$ cat config.mk
export PLATFORM = sky130hd
export DESIGN_NAME = inorder_mem_issue_timing
export DESIGN_NICKNAME = d
export VERILOG_FILES = /design/src/common/issue_timing_pkg.sv /design/src/design/gap_timer.sv /design/src/design/inorder_mem_issue_timing.sv
export SDC_FILE = /design/constraint.sdc
export NUM_CORES = 1
export LEC_CHECK = 0
export BUFFER_PORTS_ARGS = -buffer_cell sky130_fd_sc_hd__buf_2
export CORE_MARGIN = 3
export CORE_UTILIZATION = 63
export DETAILED_ROUTE_END_ITERATION = 8
export PLACE_DENSITY = 0.95
export SLEW_MARGIN = 20
export SYNTH_ARGS = -nofsm -noshare
export SYNTH_HDL_FRONTEND = slang
export SYNTH_SLANG_ARGS = --single-unit
$ cat constraint.sdc
create_clock -name clk -period 11.75 [get_ports clk]
set_input_delay 0.5875 -clock clk [delete_from_list [all_inputs] [get_ports clk]]
set_output_delay 0.5875 -clock clk [all_outputs]
set_load 0.02 [all_outputs]
$ cat src/common/issue_timing_pkg.sv
// shared types and constants for the in-order memory/fp issue timing block
// assumes one core clock; all timing figures below are in core clock cycles
package issue_timing_pkg;

   localparam int NTHR = 2;
   localparam int ADDR_W = 12;
   localparam int TMR_W = 7;
   localparam int EVT_W = 32;

   // store forwarding
   localparam logic [2:0] FWD_MAX_LOG2 = 3'h3;
   localparam logic [TMR_W-1:0] FWD_DELAY = 7'h06;

   // data cache geometry: 64-byte line of sixteen 4-byte chunks
   localparam int LINE_OFS_W = 6;
   localparam int CHUNK_OFS_W = 2;
   localparam logic [6:0] LINE_BYTES = 7'h40;
   localparam logic [6:0] SPLIT_BYTES = 7'h10;
   localparam logic [2:0] SPLIT_LOAD_LOG2 = 3'h4;
   localparam logic [2:0] CHUNK_LOG2 = 3'h2;
   localparam logic [TMR_W-1:0] SPLIT_PENALTY = 7'h0E;
   localparam logic [TMR_W-1:0] SUBCHUNK_DELAY = 7'h01;

   // segment-dependent spacing between memory operations
   localparam logic [TMR_W-1:0] GAP_NONE = 7'h01;
   localparam logic [TMR_W-1:0] GAP_TWO = 7'h02;
   localparam logic [TMR_W-1:0] GAP_NINE = 7'h09;

   // fp and divider timing
   localparam logic [TMR_W-1:0] FP_DEP_DELAY = 7'h02;
   localparam logic [TMR_W-1:0] PD_MUL_LAT = 7'h09;
   localparam logic [TMR_W-1:0] DIV_SETUP = 7'h02;

   typedef enum logic [2:0] {
      DATA_SEGMENT_REG = 3'h0,
      EXTRA_SEGMENT_REG = 3'h1,
      AUX_SEGMENT_REG_A = 3'h2,
      AUX_SEGMENT_REG_B = 3'h3,
      CODE_SEGMENT_REG = 3'h4,
      STACK_SEGMENT_REG = 3'h5
   } seg_sel_t;

   typedef enum logic [1:0] {
      SLOT_EMPTY = 2'h0,
      SLOT_HELD = 2'h1,
      SLOT_PENALTY = 2'h3
   } slot_state_t;

   typedef struct packed {
      logic is_mem;
      logic is_load;
      logic is_int;
      logic is_fp;
      logic dep_fp;
      logic is_pd;
      logic is_div;
      logic string_dst;
      seg_sel_t seg;
      logic base_nonzero;
      logic base_line_aligned;
      logic [2:0] size_log2;
      logic [ADDR_W-1:0] addr;
      logic [6:0] div_bits;
      logic [6:0] div_lz;
   } issue_req_t;

   typedef struct packed {
      logic valid;
      logic is_int;
      logic [2:0] size_log2;
      logic [ADDR_W-1:0] addr;
   } store_ent_t;

endpackage

$ cat src/design/gap_timer.sv
// down-counting spacing timer: busy while a loaded gap is still running
// assumes load and load_val come from logic on the same clock
`timescale 1ns/1ps
module gap_timer #(
   parameter int W = 7
) (
   input wire logic clk,
   input wire logic rst_n,
   input wire logic load,
   input wire logic [W-1:0] load_val,
   output logic busy
);

   logic [W-1:0] cnt_ff;
   logic [W-1:0] nxt_cnt;

   always_comb
   begin
      nxt_cnt = cnt_ff;
      if (load)
      begin
         nxt_cnt = load_val;
      end
      else if (cnt_ff != '0)
      begin
         nxt_cnt = cnt_ff - W'(1);
      end
   end

   always_ff @(posedge clk)
   begin
      if (!rst_n)
      begin
         cnt_ff <= '0;
      end
      else
      begin
         cnt_ff <= nxt_cnt;
      end
   end

   assign busy = (cnt_ff != '0);

endmodule // gap_timer

$ cat src/design/inorder_mem_issue_timing.sv
// issue timing and hazard control for a two-thread in-order back end
// assumes each thread holds its oldest instruction on req until taken,
// and that the store buffer presents its youngest pending store per thread
//
// How it works
// - forward only integer loads, never fp or simd
// - forward needs equal size and equal address
// - no forwarding above 8 bytes
// - forward match uses low 12 address bits
// - overlapping unforwardable load is delayed and reissued
// - line is sixteen 4-byte chunks
// - narrow same-chunk different-byte access adds delay
// - 16-byte line-crossing load costs 14 cycles
// - non-zero segment base delays memory operations
// - unaligned base: one memory op per 9
// - data segment, aligned base: one per 2
// - aux segments one per 2 unless the base is non-zero and unaligned
// - extra segment string destination: one per 2
// - other extra segment use: one per 9
// - code and stack segments: one per 9
// - expensive access blocks all younger instructions of its own thread; the other thread keeps issuing
// - count reissued memory instructions
// - fp result consumers wait two extra cycles
// - packed double multiply occupies unit 9 cycles
// - radix-2 divider, one quotient bit per cycle
// - divider time follows operand size and value
// - one divider shared by both threads
// - count divides and divider busy cycles
`timescale 1ns/1ps
module inorder_mem_issue_timing (
   input wire logic clk,
   input wire logic rst_n,
   input wire logic [1:0] req_valid,
   input wire issue_timing_pkg::issue_req_t [1:0] req,
   input wire issue_timing_pkg::store_ent_t [1:0] pend_store,
   output wire logic [1:0] in_ready_ff,
   output wire logic [1:0] issue_ff,
   output wire logic [1:0] fwd_hit_ff,
   output wire logic [1:0] mem_event_a_ff,
   output logic [issue_timing_pkg::EVT_W-1:0] mem_event_a_cnt_ff,
   output logic [issue_timing_pkg::EVT_W-1:0] div_op_cnt_ff,
   output logic [issue_timing_pkg::EVT_W-1:0] div_busy_cnt_ff
);

   localparam int TW = issue_timing_pkg::TMR_W;
   localparam int EVT_W = issue_timing_pkg::EVT_W;

   logic [1:0] want_pd;
   logic [1:0] want_div;
   logic [1:0] pd_gnt;
   logic [1:0] div_gnt;
   logic [1:0] issue_now;
   logic [1:0] mem_event_a_now;
   logic [TW-1:0] div_len [2];
   logic pd_busy;
   logic div_busy;
   logic rr_ff;
   logic nxt_rr;
   logic pd_load;
   logic div_load;
   logic [TW-1:0] div_val;
   logic [issue_timing_pkg::EVT_W-1:0] nxt_mem_event_a_cnt;
   logic [issue_timing_pkg::EVT_W-1:0] nxt_div_op_cnt;
   logic [issue_timing_pkg::EVT_W-1:0] nxt_div_busy_cnt;

   for (genvar t = 0; t < issue_timing_pkg::NTHR; t++)
   begin : g_thr
      issue_timing_pkg::slot_state_t st_ff;
      issue_timing_pkg::slot_state_t nxt_st;
      issue_timing_pkg::issue_req_t cur_ff;
      issue_timing_pkg::issue_req_t nxt_cur;
      issue_timing_pkg::store_ent_t se;
      logic [issue_timing_pkg::ADDR_W-1:0] last_addr_ff;
      logic [issue_timing_pkg::ADDR_W-1:0] nxt_last_addr;
      logic last_valid_ff;
      logic nxt_last_valid;
      logic ready_ff;
      logic nxt_ready;
      logic iss_ff;
      logic fwd_ff;
      logic ev_ff;
      logic nxt_ev;
      logic mem_busy;
      logic fp_busy;
      logic blk_busy;
      logic blk_load;
      logic [TW-1:0] blk_val;
      logic [TW-1:0] pen;
      logic [TW-1:0] gap;
      logic [12:0] ld_end;
      logic [12:0] st_end;
      logic ovl;
      logic fwd_ok;
      logic split;
      logic narrow;
      logic ok_c;

      assign se = pend_store[t];

      // hazard evaluation for the held instruction
      always_comb
      begin
         ld_end = {1'b0, cur_ff.addr} + (13'h1 << cur_ff.size_log2);
         st_end = {1'b0, se.addr} + (13'h1 << se.size_log2);
         // only the low address bits take part, so aliases match
         ovl = se.valid && cur_ff.is_mem && cur_ff.is_load
            && ({1'b0, cur_ff.addr} < st_end)
            && ({1'b0, se.addr} < ld_end);
         fwd_ok = ovl && cur_ff.is_int && se.is_int
            && (cur_ff.size_log2 == se.size_log2)
            && (cur_ff.addr == se.addr)
            && (cur_ff.size_log2 <= issue_timing_pkg::FWD_MAX_LOG2);
         split = cur_ff.is_mem && cur_ff.is_load
            && (cur_ff.size_log2 == issue_timing_pkg::SPLIT_LOAD_LOG2)
            && (({1'b0, cur_ff.addr[issue_timing_pkg::LINE_OFS_W-1:0]}
               + issue_timing_pkg::SPLIT_BYTES)
               > issue_timing_pkg::LINE_BYTES);
         narrow = cur_ff.is_mem && last_valid_ff
            && (cur_ff.size_log2 < issue_timing_pkg::CHUNK_LOG2)
            && (cur_ff.addr[issue_timing_pkg::ADDR_W-1:
               issue_timing_pkg::CHUNK_OFS_W]
               == last_addr_ff[issue_timing_pkg::ADDR_W-1:
               issue_timing_pkg::CHUNK_OFS_W])
            && (cur_ff.addr[issue_timing_pkg::CHUNK_OFS_W-1:0]
               != last_addr_ff[issue_timing_pkg::CHUNK_OFS_W-1:0]);
         pen = '0;
         if (split)
         begin
            pen = issue_timing_pkg::SPLIT_PENALTY;
         end
         else if (ovl && !fwd_ok)
         begin
            pen = issue_timing_pkg::FWD_DELAY;
         end
         else if (narrow)
         begin
            pen = issue_timing_pkg::SUBCHUNK_DELAY;
         end
         gap = issue_timing_pkg::GAP_NONE;
         if (cur_ff.seg == issue_timing_pkg::AUX_SEGMENT_REG_A
            || cur_ff.seg == issue_timing_pkg::AUX_SEGMENT_REG_B)
         begin
            gap = issue_timing_pkg::GAP_TWO;
         end
         if (cur_ff.base_nonzero && !cur_ff.base_line_aligned)
         begin
            gap = issue_timing_pkg::GAP_NINE;
         end
         else if (cur_ff.base_nonzero)
         begin
            unique case (cur_ff.seg)
               issue_timing_pkg::DATA_SEGMENT_REG:
                  gap = issue_timing_pkg::GAP_TWO;
               issue_timing_pkg::AUX_SEGMENT_REG_A,
               issue_timing_pkg::AUX_SEGMENT_REG_B:
                  gap = issue_timing_pkg::GAP_TWO;
               issue_timing_pkg::EXTRA_SEGMENT_REG:
                  gap = cur_ff.string_dst ? issue_timing_pkg::GAP_TWO
                     : issue_timing_pkg::GAP_NINE;
               default:
                  gap = issue_timing_pkg::GAP_NINE;
            endcase
         end
         ok_c = ((st_ff == issue_timing_pkg::SLOT_HELD && pen == '0)
            || st_ff == issue_timing_pkg::SLOT_PENALTY)
            && !blk_busy
            && !(cur_ff.is_mem && mem_busy)
            && !(cur_ff.dep_fp && fp_busy);
      end

      assign want_pd[t] = ok_c && cur_ff.is_pd;
      assign want_div[t] = ok_c && cur_ff.is_div;
      assign issue_now[t] = ok_c && (!cur_ff.is_pd || pd_gnt[t])
         && (!cur_ff.is_div || div_gnt[t]);
      assign mem_event_a_now[t] = nxt_ev;
      // radix-2: one quotient bit per cycle over the significant bits
      assign div_len[t] = ((cur_ff.div_bits > cur_ff.div_lz)
         ? (cur_ff.div_bits - cur_ff.div_lz) : 7'h01)
         + issue_timing_pkg::DIV_SETUP;

      // slot holds the oldest instruction until every stall clears
      always_comb
      begin
         nxt_st = st_ff;
         nxt_cur = cur_ff;
         nxt_ev = 1'b0;
         blk_load = 1'b0;
         blk_val = '0;
         nxt_last_addr = last_addr_ff;
         nxt_last_valid = last_valid_ff;
         unique case (st_ff)
            issue_timing_pkg::SLOT_EMPTY:
            begin
               if (req_valid[t] && ready_ff)
               begin
                  nxt_cur = req[t];
                  nxt_st = issue_timing_pkg::SLOT_HELD;
               end
            end
            issue_timing_pkg::SLOT_HELD:
            begin
               if (pen != '0)
               begin
                  nxt_st = issue_timing_pkg::SLOT_PENALTY;
                  blk_load = 1'b1;
                  blk_val = pen - 7'h01;
                  nxt_ev = ovl && !fwd_ok;
               end
               else if (issue_now[t])
               begin
                  nxt_st = issue_timing_pkg::SLOT_EMPTY;
               end
            end
            issue_timing_pkg::SLOT_PENALTY:
            begin
               if (issue_now[t])
               begin
                  nxt_st = issue_timing_pkg::SLOT_EMPTY;
               end
            end
            default:
               nxt_st = issue_timing_pkg::SLOT_EMPTY;
         endcase
         if (issue_now[t] && cur_ff.is_mem)
         begin
            nxt_last_addr = cur_ff.addr;
            nxt_last_valid = 1'b1;
         end
         nxt_ready = (nxt_st == issue_timing_pkg::SLOT_EMPTY);
      end

      always_ff @(posedge clk)
      begin
         if (!rst_n)
         begin
            st_ff <= issue_timing_pkg::SLOT_EMPTY;
            cur_ff <= '0;
            last_addr_ff <= '0;
            last_valid_ff <= 1'b0;
            ready_ff <= 1'b0;
            iss_ff <= 1'b0;
            fwd_ff <= 1'b0;
            ev_ff <= 1'b0;
         end
         else
         begin
            st_ff <= nxt_st;
            cur_ff <= nxt_cur;
            last_addr_ff <= nxt_last_addr;
            last_valid_ff <= nxt_last_valid;
            ready_ff <= nxt_ready;
            iss_ff <= issue_now[t];
            fwd_ff <= issue_now[t] && fwd_ok;
            ev_ff <= nxt_ev;
         end
      end

      gap_timer #(.W(TW)) u_mem_gap (
         .clk(clk),
         .rst_n(rst_n),
         .load(issue_now[t] && cur_ff.is_mem),
         .load_val(gap - 7'h01),
         .busy(mem_busy)
      );

      gap_timer #(.W(TW)) u_fp_dep (
         .clk(clk),
         .rst_n(rst_n),
         .load(issue_now[t] && cur_ff.is_fp),
         .load_val(issue_timing_pkg::FP_DEP_DELAY),
         .busy(fp_busy)
      );

      gap_timer #(.W(TW)) u_block (
         .clk(clk),
         .rst_n(rst_n),
         .load(blk_load),
         .load_val(blk_val),
         .busy(blk_busy)
      );

      assign in_ready_ff[t] = ready_ff;
      assign issue_ff[t] = iss_ff;
      assign fwd_hit_ff[t] = fwd_ff;
      assign mem_event_a_ff[t] = ev_ff;
   end

   // shared packed-double unit and divider, round-robin on contention
   always_comb
   begin
      pd_gnt = 2'h0;
      div_gnt = 2'h0;
      nxt_rr = rr_ff;
      if (!pd_busy)
      begin
         if (want_pd == 2'h3)
         begin
            pd_gnt[rr_ff] = 1'b1;
            nxt_rr = !rr_ff;
         end
         else
         begin
            pd_gnt = want_pd;
         end
      end
      if (!div_busy)
      begin
         if (want_div == 2'h3)
         begin
            div_gnt[rr_ff] = 1'b1;
            nxt_rr = !rr_ff;
         end
         else
         begin
            div_gnt = want_div;
         end
      end
      pd_load = pd_gnt != 2'h0;
      div_load = div_gnt != 2'h0;
      div_val = div_gnt[1] ? div_len[1] - 7'h01 : div_len[0] - 7'h01;
      nxt_mem_event_a_cnt = mem_event_a_cnt_ff
         + EVT_W'(mem_event_a_now[0]) + EVT_W'(mem_event_a_now[1]);
      nxt_div_op_cnt = div_op_cnt_ff + EVT_W'(div_load);
      // the granting cycle counts as busy, so one divide is div_len cycles
      nxt_div_busy_cnt = div_busy_cnt_ff
         + EVT_W'(div_busy || div_load);
   end

   always_ff @(posedge clk)
   begin
      if (!rst_n)
      begin
         rr_ff <= 1'b0;
         mem_event_a_cnt_ff <= '0;
         div_op_cnt_ff <= '0;
         div_busy_cnt_ff <= '0;
      end
      else
      begin
         rr_ff <= nxt_rr;
         mem_event_a_cnt_ff <= nxt_mem_event_a_cnt;
         div_op_cnt_ff <= nxt_div_op_cnt;
         div_busy_cnt_ff <= nxt_div_busy_cnt;
      end
   end

   gap_timer #(.W(TW)) u_pd_unit (
      .clk(clk),
      .rst_n(rst_n),
      .load(pd_load),
      .load_val(issue_timing_pkg::PD_MUL_LAT - 7'h01),
      .busy(pd_busy)
   );

   gap_timer #(.W(TW)) u_divider (
      .clk(clk),
      .rst_n(rst_n),
      .load(div_load),
      .load_val(div_val),
      .busy(div_busy)
   );

endmodule // inorder_mem_issue_timing

==> key figures, run 1 <==
Layout
  • Layout cells sized above 1: 14.2%
  • Fillcell total: 1747
  • Nets: 2386
  • P&R area growth vs syn: 13.5%

Setup path
  • Worst Reg2Reg Path Length in Cells: 29
  • WP buf/inv: 0
  • Crit-path max cell delay: 560 ps
  • Setup crit end: div_op_cnt_ff[29]
  • CP arrival: 8410 ps
  • Crit Path Class: flip-flop to flip-flop
  • CP Capture Type: flip-flop
  • WP data required: 12230 ps
  • Worst reg2reg path startpoint: g_thr[1].cur_ff[27]
  • Top cell by count, worst path: ha_1
  • Delay-heaviest family, CP: compound AO/OA/AOI/OAI gates
  • Largest fanout on the critical path: 11
  • Flop2flop setup slack: 3820 ps
  • Crit path launch type: flip-flop
  • Reg-to-Reg End: div_op_cnt_ff[29]
  • Critical Path Source: g_thr[1].cur_ff[27]
  • CP max stage cell: dfxtp_1
  • Worst path depth: 29

Logic synthesis
  • Mean Syn Cell Area: 8.07 sq um
  • Synth warn: 0
  • Distinct cell type count after synthesis: 74
  • Post-synth EDFFs: 0
  • Post-synth top cells: 309 x nand2_1, 275 x dfxtp_1, 192 x a21oi_1
  • Mapped Nets: 2217
  • Synth top area share: 34.6%
  • Synth async-reset ratio: 0%
  • Most common cell in the synthesized netlist: nand2_1
  • Synth top area cells: dfxtp_1 35%, ha_1 8.9%, nand2_1 7.3%
  • Seq cells post-synth: 275
  • Cells after synthesis: 1975
  • Top FF cell, synth: dfxtp_1
  • Sequential fraction of the synthesis area: 34.6%
  • Leading area contributor after synthesis: dfxtp_1
  • Cell area after synthesis: 0.0159 sq mm

STA
  • Max-slew violation count: 0
  • Fin. Hold Viols: 0
  • Slew @ Worst Pin: 1020 ps
  • Slew headroom: 32.1%
  • RSZ-0062 raised after global routing: false
  • Final worst slack: 3820 ps
  • Final setup viols: 0
  • Worst Skew: 28.0 ps
  • Tcrit/Tclk final: 67.5%
  • Upper clock frequency limit: 126 MHz
  • Min cycle time layout: 7930 ps
  • Final TNS setup: 0 ps

Floorplan
  • Die area: 0.0272 sq mm
  • Starting Density: 64.7%
  • Std-Cell Rows: 57
  • Die X-Extent: 165 um
  • Die height: 165 um
  • I/O Pins: 226
  • Core area: 0.0246 sq mm

Place
  • DP Worst Slack: 3800 ps
  • GP Congestion: 0.943
  • Post-DP HPWL: 28500 um
  • Number of port buffers: 225

Power
  • Internal power: 1.88 mW
  • Clock network power share: 33.2%
  • Combinational share of power: 27.2%
  • Cell area power density: 155 mW/mm^2
  • Net switching power: 0.921 mW
  • Leakage: 7.50 nW
  • Sequential power share: 39.7%
  • VDD IR max: 126 uV
  • Net Sw Frac: 32.9%

GRT
  • Vias in the first global route: 14100
  • Largest net degree at the start of global routing: 157
  • Global-route wire length before repair: 64900 um
  • GRT Util Overall: 28.3%
  • Antenna violations before repair: 4
  • Total gr overflow: 0

Drt
  • Vias per cell: 5.94
  • WL final: 40300 um
  • Iter 0 DRT Violations: 1101
  • DRT Pass-1 Iters: 6
  • DRC: 0
  • Antenna viol nets, final: 0
  • Routed len/inst: 16.2 um
  • Vias: 14800

CTS
  • H-tree depth: 1
  • Maximum clock insertion buffer count: 3
  • Total CTS buffers: 29
  • Worst-skew pair later-pin latency: 570 ps
  • Clk slew on worst S/H paths: 60 ps
  • CTS Sinks: 275
  • Post-CTS Repair Setup Buffers: 0
  • CTS resizes: 0
  • Hold-fix buffer count after cts: 0
  • Clock Root Buffer: clkbuf_16
  • TritonCTS clock tree: yes

Status
  • Status: complete, no violations

Flow run
  • Max cap viols: 0

Hold path
  • HP Class: input port to flip-flop
[how the worst min path moves through the flow]
stage	start	end	depth (start not counted)
final	req[76]	g_thr[1].cur_ff[34]	3
after global routing	req[52]	g_thr[1].cur_ff[10]	3
after CTS	req[76]	g_thr[1].cur_ff[34]	3
after detailed placement	g_thr[1].u_fp_dep.cnt_ff[6]	g_thr[1].u_fp_dep.cnt_ff[6]	2
after global placement	g_thr[1].u_fp_dep.cnt_ff[6]	g_thr[1].u_fp_dep.cnt_ff[6]	2
after floorplan	g_thr[1].u_fp_dep.cnt_ff[6]	g_thr[1].u_fp_dep.cnt_ff[6]	2
[cell usage in the layout (no fill, tap or decap), types with 11 or more instances in the layout]
cell type,instances
a21oi_1,192
xnor2_1,108
nand4_1,35
and3_1,36
nor2b_1,19
clkbuf_16,29
xor2_1,100
or3_1,26
a21o_1,20
nor3b_1,14
o21ai_0,57
nand3_1,73
buf_2,225
inv_1,57
nor3_1,41
and2_1,29
nand2b_1,19
nor2_1,180
clkinv_2,11
dfxtp_1,275
nor4_1,15
ha_1,113
nand2_1,309
[flip-flops by register name, summed over array words and instances, names as in the netlist, 2 cells and up]
| register | count |
|---|---|
| div_busy_cnt_ff | 32 |
| div_op_cnt_ff | 32 |
| g_thr.cur_ff | 84 |
| g_thr.ev_ff | 2 |
| g_thr.fwd_ff | 2 |
| g_thr.iss_ff | 2 |
| g_thr.last_addr_ff | 24 |
| g_thr.last_valid_ff | 2 |
| g_thr.ready_ff | 2 |
| g_thr.st_ff | 4 |
| g_thr.u_block.cnt_ff | 14 |
| g_thr.u_fp_dep.cnt_ff | 14 |
| g_thr.u_mem_gap.cnt_ff | 14 |
| mem_event_a_cnt_ff | 32 |
| u_divider.cnt_ff | 7 |
| u_pd_unit.cnt_ff | 7 |
[cell type report]
type                       instances  area [sq um]  share of cell area (%)
tap                              324           405                    2.24
multi-input combinational       1552          9820                    54.3
clock inverter                    18           191                    1.06
antenna                            4          10.0                  0.0554
inverter                          58           225                    1.25
clock buffer                      35           768                    4.25
timing repair buffer             228          1150                    6.35
sequential                       275          5510                    30.5
[through the flow]
stage / power, mW / hold slack [ps] / std cells / utilization, % / instance area [sq um]
after floorplan: 1.70 / 418 / 1975 / - / 15900
after detailed placement: 1.87 / 433 / 2437 / 69.5 / 17100
after CTS: 2.80 / 239 / 2490 / 73.4 / 18100
final: 2.80 / 257 / 2494 / 73.5 / 18100
after global routing: 2.96 / 255 / 2494 / 73.5 / 18100
after global placement: 1.82 / 428 / 2437 / 69.5 / 17100
[cell families (layout without fill, tap and decap cells)]
kind of cell / count (synthesis) / after routing / synth area share [%]
AOI/OAI and AO/OA: 363 / 363 / 14.2
xor gates and xnor gates: 208 / 208 / 11.4
adders and majority gates: 120 / 120 / 9.75
buffers and inverters: 148 / 339 / 3.82
DFF: 275 / 275 / 34.6
muxes: 5 / 5 / 0.322
other: 0 / 4 / 0
and+or+nand+nor: 856 / 856 / 25.9
[power groups by stage]
stage	combinational (mW)	sequential (mW)	clock [mW]
floorplan	0.592	1.10	0
global placement	0.698	1.12	0
detailed placement	0.740	1.13	0
CTS	0.754	1.11	0.938
global route	0.856	1.12	0.977
finish	0.761	1.11	0.930
[tightest hold or removal path: cells and delay by family]
kind                   cells  cell delay, ps
buffers and inverters      1             100
AO/OA/AOI/OAI              1              50
AND/OR/NAND/NOR            1              40
[metal layers]
metal | up-vias | track usage, % | wire (um)
met5 | - | 0 | 0
met4 | 0 | 11.5 | 1480
met3 | 129 | 3.09 | 2430
met2 | 568 | 50.2 | 19800
met1 | 6961 | 34.9 | 16600
li1 | 7146 | - | -
Power figures use the tool's default switching activity.
==> run 2: changes to the inputs <==
Settings changed: CORE_UTILIZATION 63 to 58, PLACE_DENSITY 0.95 to 0.92.
Clock period 11.75 ns to 8.01 ns, I/O delays scaled along.
==> key figures, run 2 (synthesis gave the netlist of run 1 again) <==
Status
  • Status: complete, no violations

Drt
  • WL final: 39700 um
  • Vias per cell: 5.85
  • Iter 0 DRT Violations: 1014
  • DRC: 0
  • DRT Pass-1 Iters: 5
  • Vias: 14700
  • Routed len/inst: 15.8 um
  • Antenna viol nets, final: 0

Floorplan
  • Std-Cell Rows: 60
  • Core area: 0.0270 sq mm
  • Die area: 0.0295 sq mm
  • I/O Pins: 226
  • Starting Density: 59.1%
  • Die height: 172 um
  • Die X-Extent: 172 um

Layout
  • Layout cells sized above 1: 14.3%
  • Most frequent cells in the layout: 309 x nand2_1, 275 x dfxtp_1, 225 x buf_2
  • Commonest non-fill, non-tap cell in the layout: nand2_1
  • Fin cells: 2511
  • Final Util: 67.0%
  • P&R area growth vs syn: 13.4%
  • Biggest register: g_thr.cur_ff
  • Largest register FFs: 84
  • Nets: 2390

Setup path
  • Crit Path Class: flip-flop to flip-flop
  • Top cell by count, worst path: ha_1
  • Crit path launch type: flip-flop
  • WP data required: 8470 ps
  • Largest fanout on the critical path: 19
  • CP Capture Type: flip-flop
  • Worst reg2reg path startpoint: g_thr[0].cur_ff[28]
  • Critical Path Source: g_thr[0].cur_ff[28]
  • Crit-path max cell delay: 600 ps
  • CP arrival: 7880 ps
  • CP max stage cell: a211o_1

Power
  • Leakage: 7.46 nW
  • Pwr Total: 4.00 mW
  • Cell area power density: 222 mW/mm^2
  • VDD IR max: 191 uV

GRT
  • Total gr overflow: 0
  • Global-route wire length before repair: 65300 um
  • Largest net degree at the start of global routing: 97
  • GRT Util Overall: 26.1%
  • Antenna violations before repair: 1
  • Vias in the first global route: 14200

STA
  • Min cycle time layout: 7420 ps
  • Tcrit/Tclk final: 92.6%
  • Slew headroom: 33.7%
  • Worst Skew: 25.2 ps
  • Final TNS setup: 0 ps
  • Final worst slack: 591 ps
  • Final setup viols: 0
  • RSZ-0062 raised after global routing: false
  • Max-slew violation count: 0
  • Slew @ Worst Pin: 994 ps
  • Fin. Hold Viols: 0
  • Upper clock frequency limit: 135 MHz

CTS
  • CTS resizes: 0
  • TritonCTS clock tree: yes
  • Clk slew on worst S/H paths: 70 ps
  • Worst-skew pair later-pin latency: 560 ps
  • CTS Sinks: 275
  • Total CTS buffers: 28
  • Post-CTS Repair Setup Buffers: 0
  • H-tree depth: 1
  • Maximum clock insertion buffer count: 3
  • Clock Root Buffer: clkbuf_16
  • Hold-fix buffer count after cts: 0

Place
  • DP Cell Count: 2459
  • Post-DP HPWL: 29000 um
  • DP Worst Slack: 170 ps
  • GP Congestion: 0.939
  • Number of port buffers: 225

Hold path
  • Worst hold start: req[20]
  • HP Class: input port to flip-flop

Flow run
  • Max cap viols: 0
-- run 2: cell count changes in the layout (fill, tap and decap cells not counted), sizes merged --
cell,delta
diode,-2
buf,+5
bufinv,-2
clkinv,-3
clkbuf,+2
clkinvlp,+3
inv,-3
-- run 2: worst paths after layout --
path         cells past startpoint  slack, ps                            to
max                             28        590  g_thr[1].u_mem_gap.cnt_ff[6]
min                              3         80           g_thr[0].cur_ff[20]
max reg2reg                     28        590  g_thr[1].u_mem_gap.cnt_ff[6]
min reg2reg                      2        450   g_thr[1].u_fp_dep.cnt_ff[6]
-- run 2: through the flow --
stage / hold WS [ps] / instance area, sq um
2_1_floorplan: 418 / 15900
3_3_place_gp: 426 / 17200
3_5_place_dp: 441 / 17200
4_1_cts: 66.1 / 18000
5_1_grt: 71.7 / 18100
6_report: 81.9 / 18100
-- run 2: layout make-up --
| class | instances | area [sq um] |
|---|---|---|
| well taps | 341 | 427 |
| inverters | 58 | 223 |
| flip-flops and latches | 275 | 5510 |
| clock inverters | 13 | 120 |
| multi-input cells | 1552 | 9830 |
| clock buffers | 37 | 764 |
| diodes | 2 | 5.00 |
| repair buffers | 233 | 1190 |
| fillers | 2060 | 8890 |
-- run 2: worst max-delay path: cells and delay by family, from the launching register on --
| family | cells | cell delay [ps] |
|---|---|---|
| AOI/OAI and AO/OA | 15 | 4050 |
| xor gates and xnor gates | 1 | 200 |
| adders and majority gates | 5 | 1360 |
| DFF | 1 | 580 |
| and+or+nand+nor | 7 | 1120 |
-- run 2: per-layer routing --
| metal | GRT usage, % | vias up | routed length (um) |
|---|---|---|---|
| li1 | - | 7155 | - |
| met2 | 46.7 | 502 | 19400 |
| met1 | 32.1 | 6906 | 16500 |
| met5 | 0 | - | 0 |
| met4 | 9.34 | 0 | 1330 |
| met3 | 3.68 | 115 | 2480 |
-- run 2: where the power goes --
group | leakage (nW) | switching, mW | internal, mW | total [mW]
Sequential | 2.23 | 0.129 | 1.50 | 1.63
Clock | 0.427 | 0.548 | 0.706 | 1.25
Combinational | 4.80 | 0.640 | 0.476 | 1.12
Total | 7.46 | 1.32 | 2.68 | 4.00
==> run 3: changes to the inputs <==
==> constraint.sdc (replaced) <==
create_clock -name clk -period 8.01 [get_ports clk]
set_input_delay 0.801 -clock clk [delete_from_list [all_inputs] [get_ports clk]]
set_output_delay 0.801 -clock clk [all_outputs]
set_load 0.02 [all_outputs]
==> key figures, run 3 (synthesis gave the netlist of run 1 again) <==
Layout
  • Final Cell Area: 0.0182 sq mm
  • Largest register FFs: 84
  • Commonest non-fill, non-tap cell in the layout: nand2_1
  • Layout cells sized above 1: 14.5%
  • Most frequent cells in the layout: 309 x nand2_1, 275 x dfxtp_1, 225 x buf_2
  • Biggest register: g_thr.cur_ff
  • Final Util: 67.4%
  • Nets: 2395
  • P&R area growth vs syn: 14.0%

STA
  • Worst Skew: 10.4 ps
  • Slew @ Worst Pin: 1080 ps
  • Upper clock frequency limit: 136 MHz
  • Min cycle time layout: 7330 ps
  • Tcrit/Tclk final: 91.5%
  • RSZ-0062 raised after global routing: false
  • Fin. Hold Viols: 0
  • Slew headroom: 27.9%
  • Max-slew violation count: 0
  • Final setup viols: 0
  • Final TNS setup: 0 ps

Place
  • Post-DP HPWL: 29100 um
  • Number of port buffers: 225
  • GP Congestion: 0.907
  • Post-DP Area: 0.0172 sq mm

GRT
  • Antenna violations before repair: 3
  • GRT Util Overall: 26.0%
  • Met3 usage: 3.91%
  • Busiest layer in global routing: met2
  • Largest net degree at the start of global routing: 151
  • Met2 Track Usage GR: 45.8%
  • Total gr overflow: 0
  • Vias in the first global route: 14400
  • Grt met1 use: 31.8%
  • Global-route wire length before repair: 65600 um

Drt
  • DRT Pass-1 Iters: 5
  • Iter 0 DRT Violations: 951
  • Vias per cell: 5.84
  • Antenna viol nets, final: 0
  • Vias: 14700
  • WL final: 39600 um
  • Routed len/inst: 15.7 um
  • DRC: 0

Hold path
  • HP Class: flip-flop to flip-flop
  • Worst hold start: g_thr[1].u_fp_dep.cnt_ff[6]
  • Worst Hold Depth: 2
  • WHS Endpoint: g_thr[1].u_fp_dep.cnt_ff[6]

Setup path
  • CP Capture Type: flip-flop
  • CP max stage cell: dfxtp_1
  • Largest fanout on the critical path: 11
  • Worst reg2reg path startpoint: g_thr[1].cur_ff[27]
  • WP data required: 8400 ps
  • Flop2flop setup slack: 680 ps
  • CP arrival: 7710 ps
  • Crit path launch type: flip-flop
  • Top cell by count, worst path: ha_1
  • Reg-to-Reg End: div_op_cnt_ff[31]
  • Crit-path max cell delay: 540 ps
  • Worst Reg2Reg Path Length in Cells: 30
  • Crit Path Class: flip-flop to flip-flop

Floorplan
  • Starting Density: 59.1%
  • Die height: 172 um
  • Die area: 0.0295 sq mm
  • I/O Pins: 226
  • Core area: 0.0270 sq mm
  • Die X-Extent: 172 um
  • Std-Cell Rows: 60

Power
  • VDD IR max: 177 uV
  • Leakage: 7.53 nW
  • Cell area power density: 225 mW/mm^2

CTS
  • Worst-skew pair later-pin latency: 550 ps
  • Hold-fix buffer count after cts: 0
  • TritonCTS clock tree: yes
  • H-tree depth: 1
  • Maximum clock insertion buffer count: 3
  • Clock Root Buffer: clkbuf_16
  • Clk slew on worst S/H paths: 60 ps
  • CTS Sinks: 275
  • Total CTS buffers: 29

Status
  • Status: complete, no violations

Flow run
  • Max cap viols: 0
==> run 3: cell types whose count changed in the layout (fill, tap and decap cells not counted), sizes merged <==
| cell | before | now |
|---|---|---|
| diode | 2 | 3 |
| bufinv | 1 | 2 |
| inv | 58 | 61 |
| clkbuf | 37 | 39 |
| clkinv | 9 | 5 |
| clkinvlp | 3 | 1 |
| buf | 233 | 237 |
==> run 3: per-stage QoR <==
stage / worst slack, ps / std cells / power (mW) / hold slack (ps)
after floorplan: 705 / 1975 / 2.49 / 418
after global placement: 409 / 2461 / 2.67 / 428
after detailed placement: 89.2 / 2461 / 2.75 / 433
after CTS: 403 / 2511 / 4.08 / 445
after global routing: 177 / 2516 / 4.31 / 464
final: 683 / 2516 / 4.08 / 447
==> run 3: power breakdown <==
| group | total, mW | switching, mW | internal [mW] |
|---|---|---|---|
| clock network | 1.33 | 0.547 | 0.784 |
| logic | 1.12 | 0.640 | 0.478 |
| registers | 1.63 | 0.129 | 1.50 |
==> run 3: metal layers <==
metal,up-vias,routed length [um]
met5,-,0
met4,0,1430
met3,118,2510
met2,510,19200
met1,6915,16400
li1,7162,-
==> run 3: final cells by class <==
class                      count  area [sq um]
antenna                        3          7.51
clock buffer                  39           823
clock inverter                11           121
fill                        2098          8790
inverter                      58           223
multi-input combinational   1552          9830
sequential                   275          5510
tap                          341           427
timing repair buffer         237          1230
==> run 3: critical path: cells and delay by family, from the launching register on <==
kind	cells	cell delay, ps
adder cells (fa/ha/maj)	5	1370
flip-flops	1	540
XOR/XNOR	2	320
AND/OR/NAND/NOR	10	2530
buffers and inverters	1	170
AO/OA/AOI/OAI	12	2220
==> run 3: worst max-delay path by stage <==
| stage | from | end | slack [ps] | cells past startpoint |
|---|---|---|---|---|
| 2_1_floorplan | pend_store[29] | g_thr[0].u_mem_gap.cnt_ff[6] | 710 | 35 |
| 3_3_place_gp | pend_store[30] | div_op_cnt_ff[31] | 410 | 32 |
| 3_5_place_dp | pend_store[29] | div_op_cnt_ff[31] | 90 | 32 |
| 4_1_cts | g_thr[1].cur_ff[26] | div_op_cnt_ff[31] | 400 | 29 |
| 5_1_grt | pend_store[29] | div_op_cnt_ff[29] | 180 | 32 |
| 6_report | g_thr[1].cur_ff[27] | div_op_cnt_ff[31] | 680 | 30 |
==> run 3: what timing repair did <==
item,CTS,global route
gates resized for setup,0,1
buffers inserted,0,2
endpoints found under the setup margin,0,10
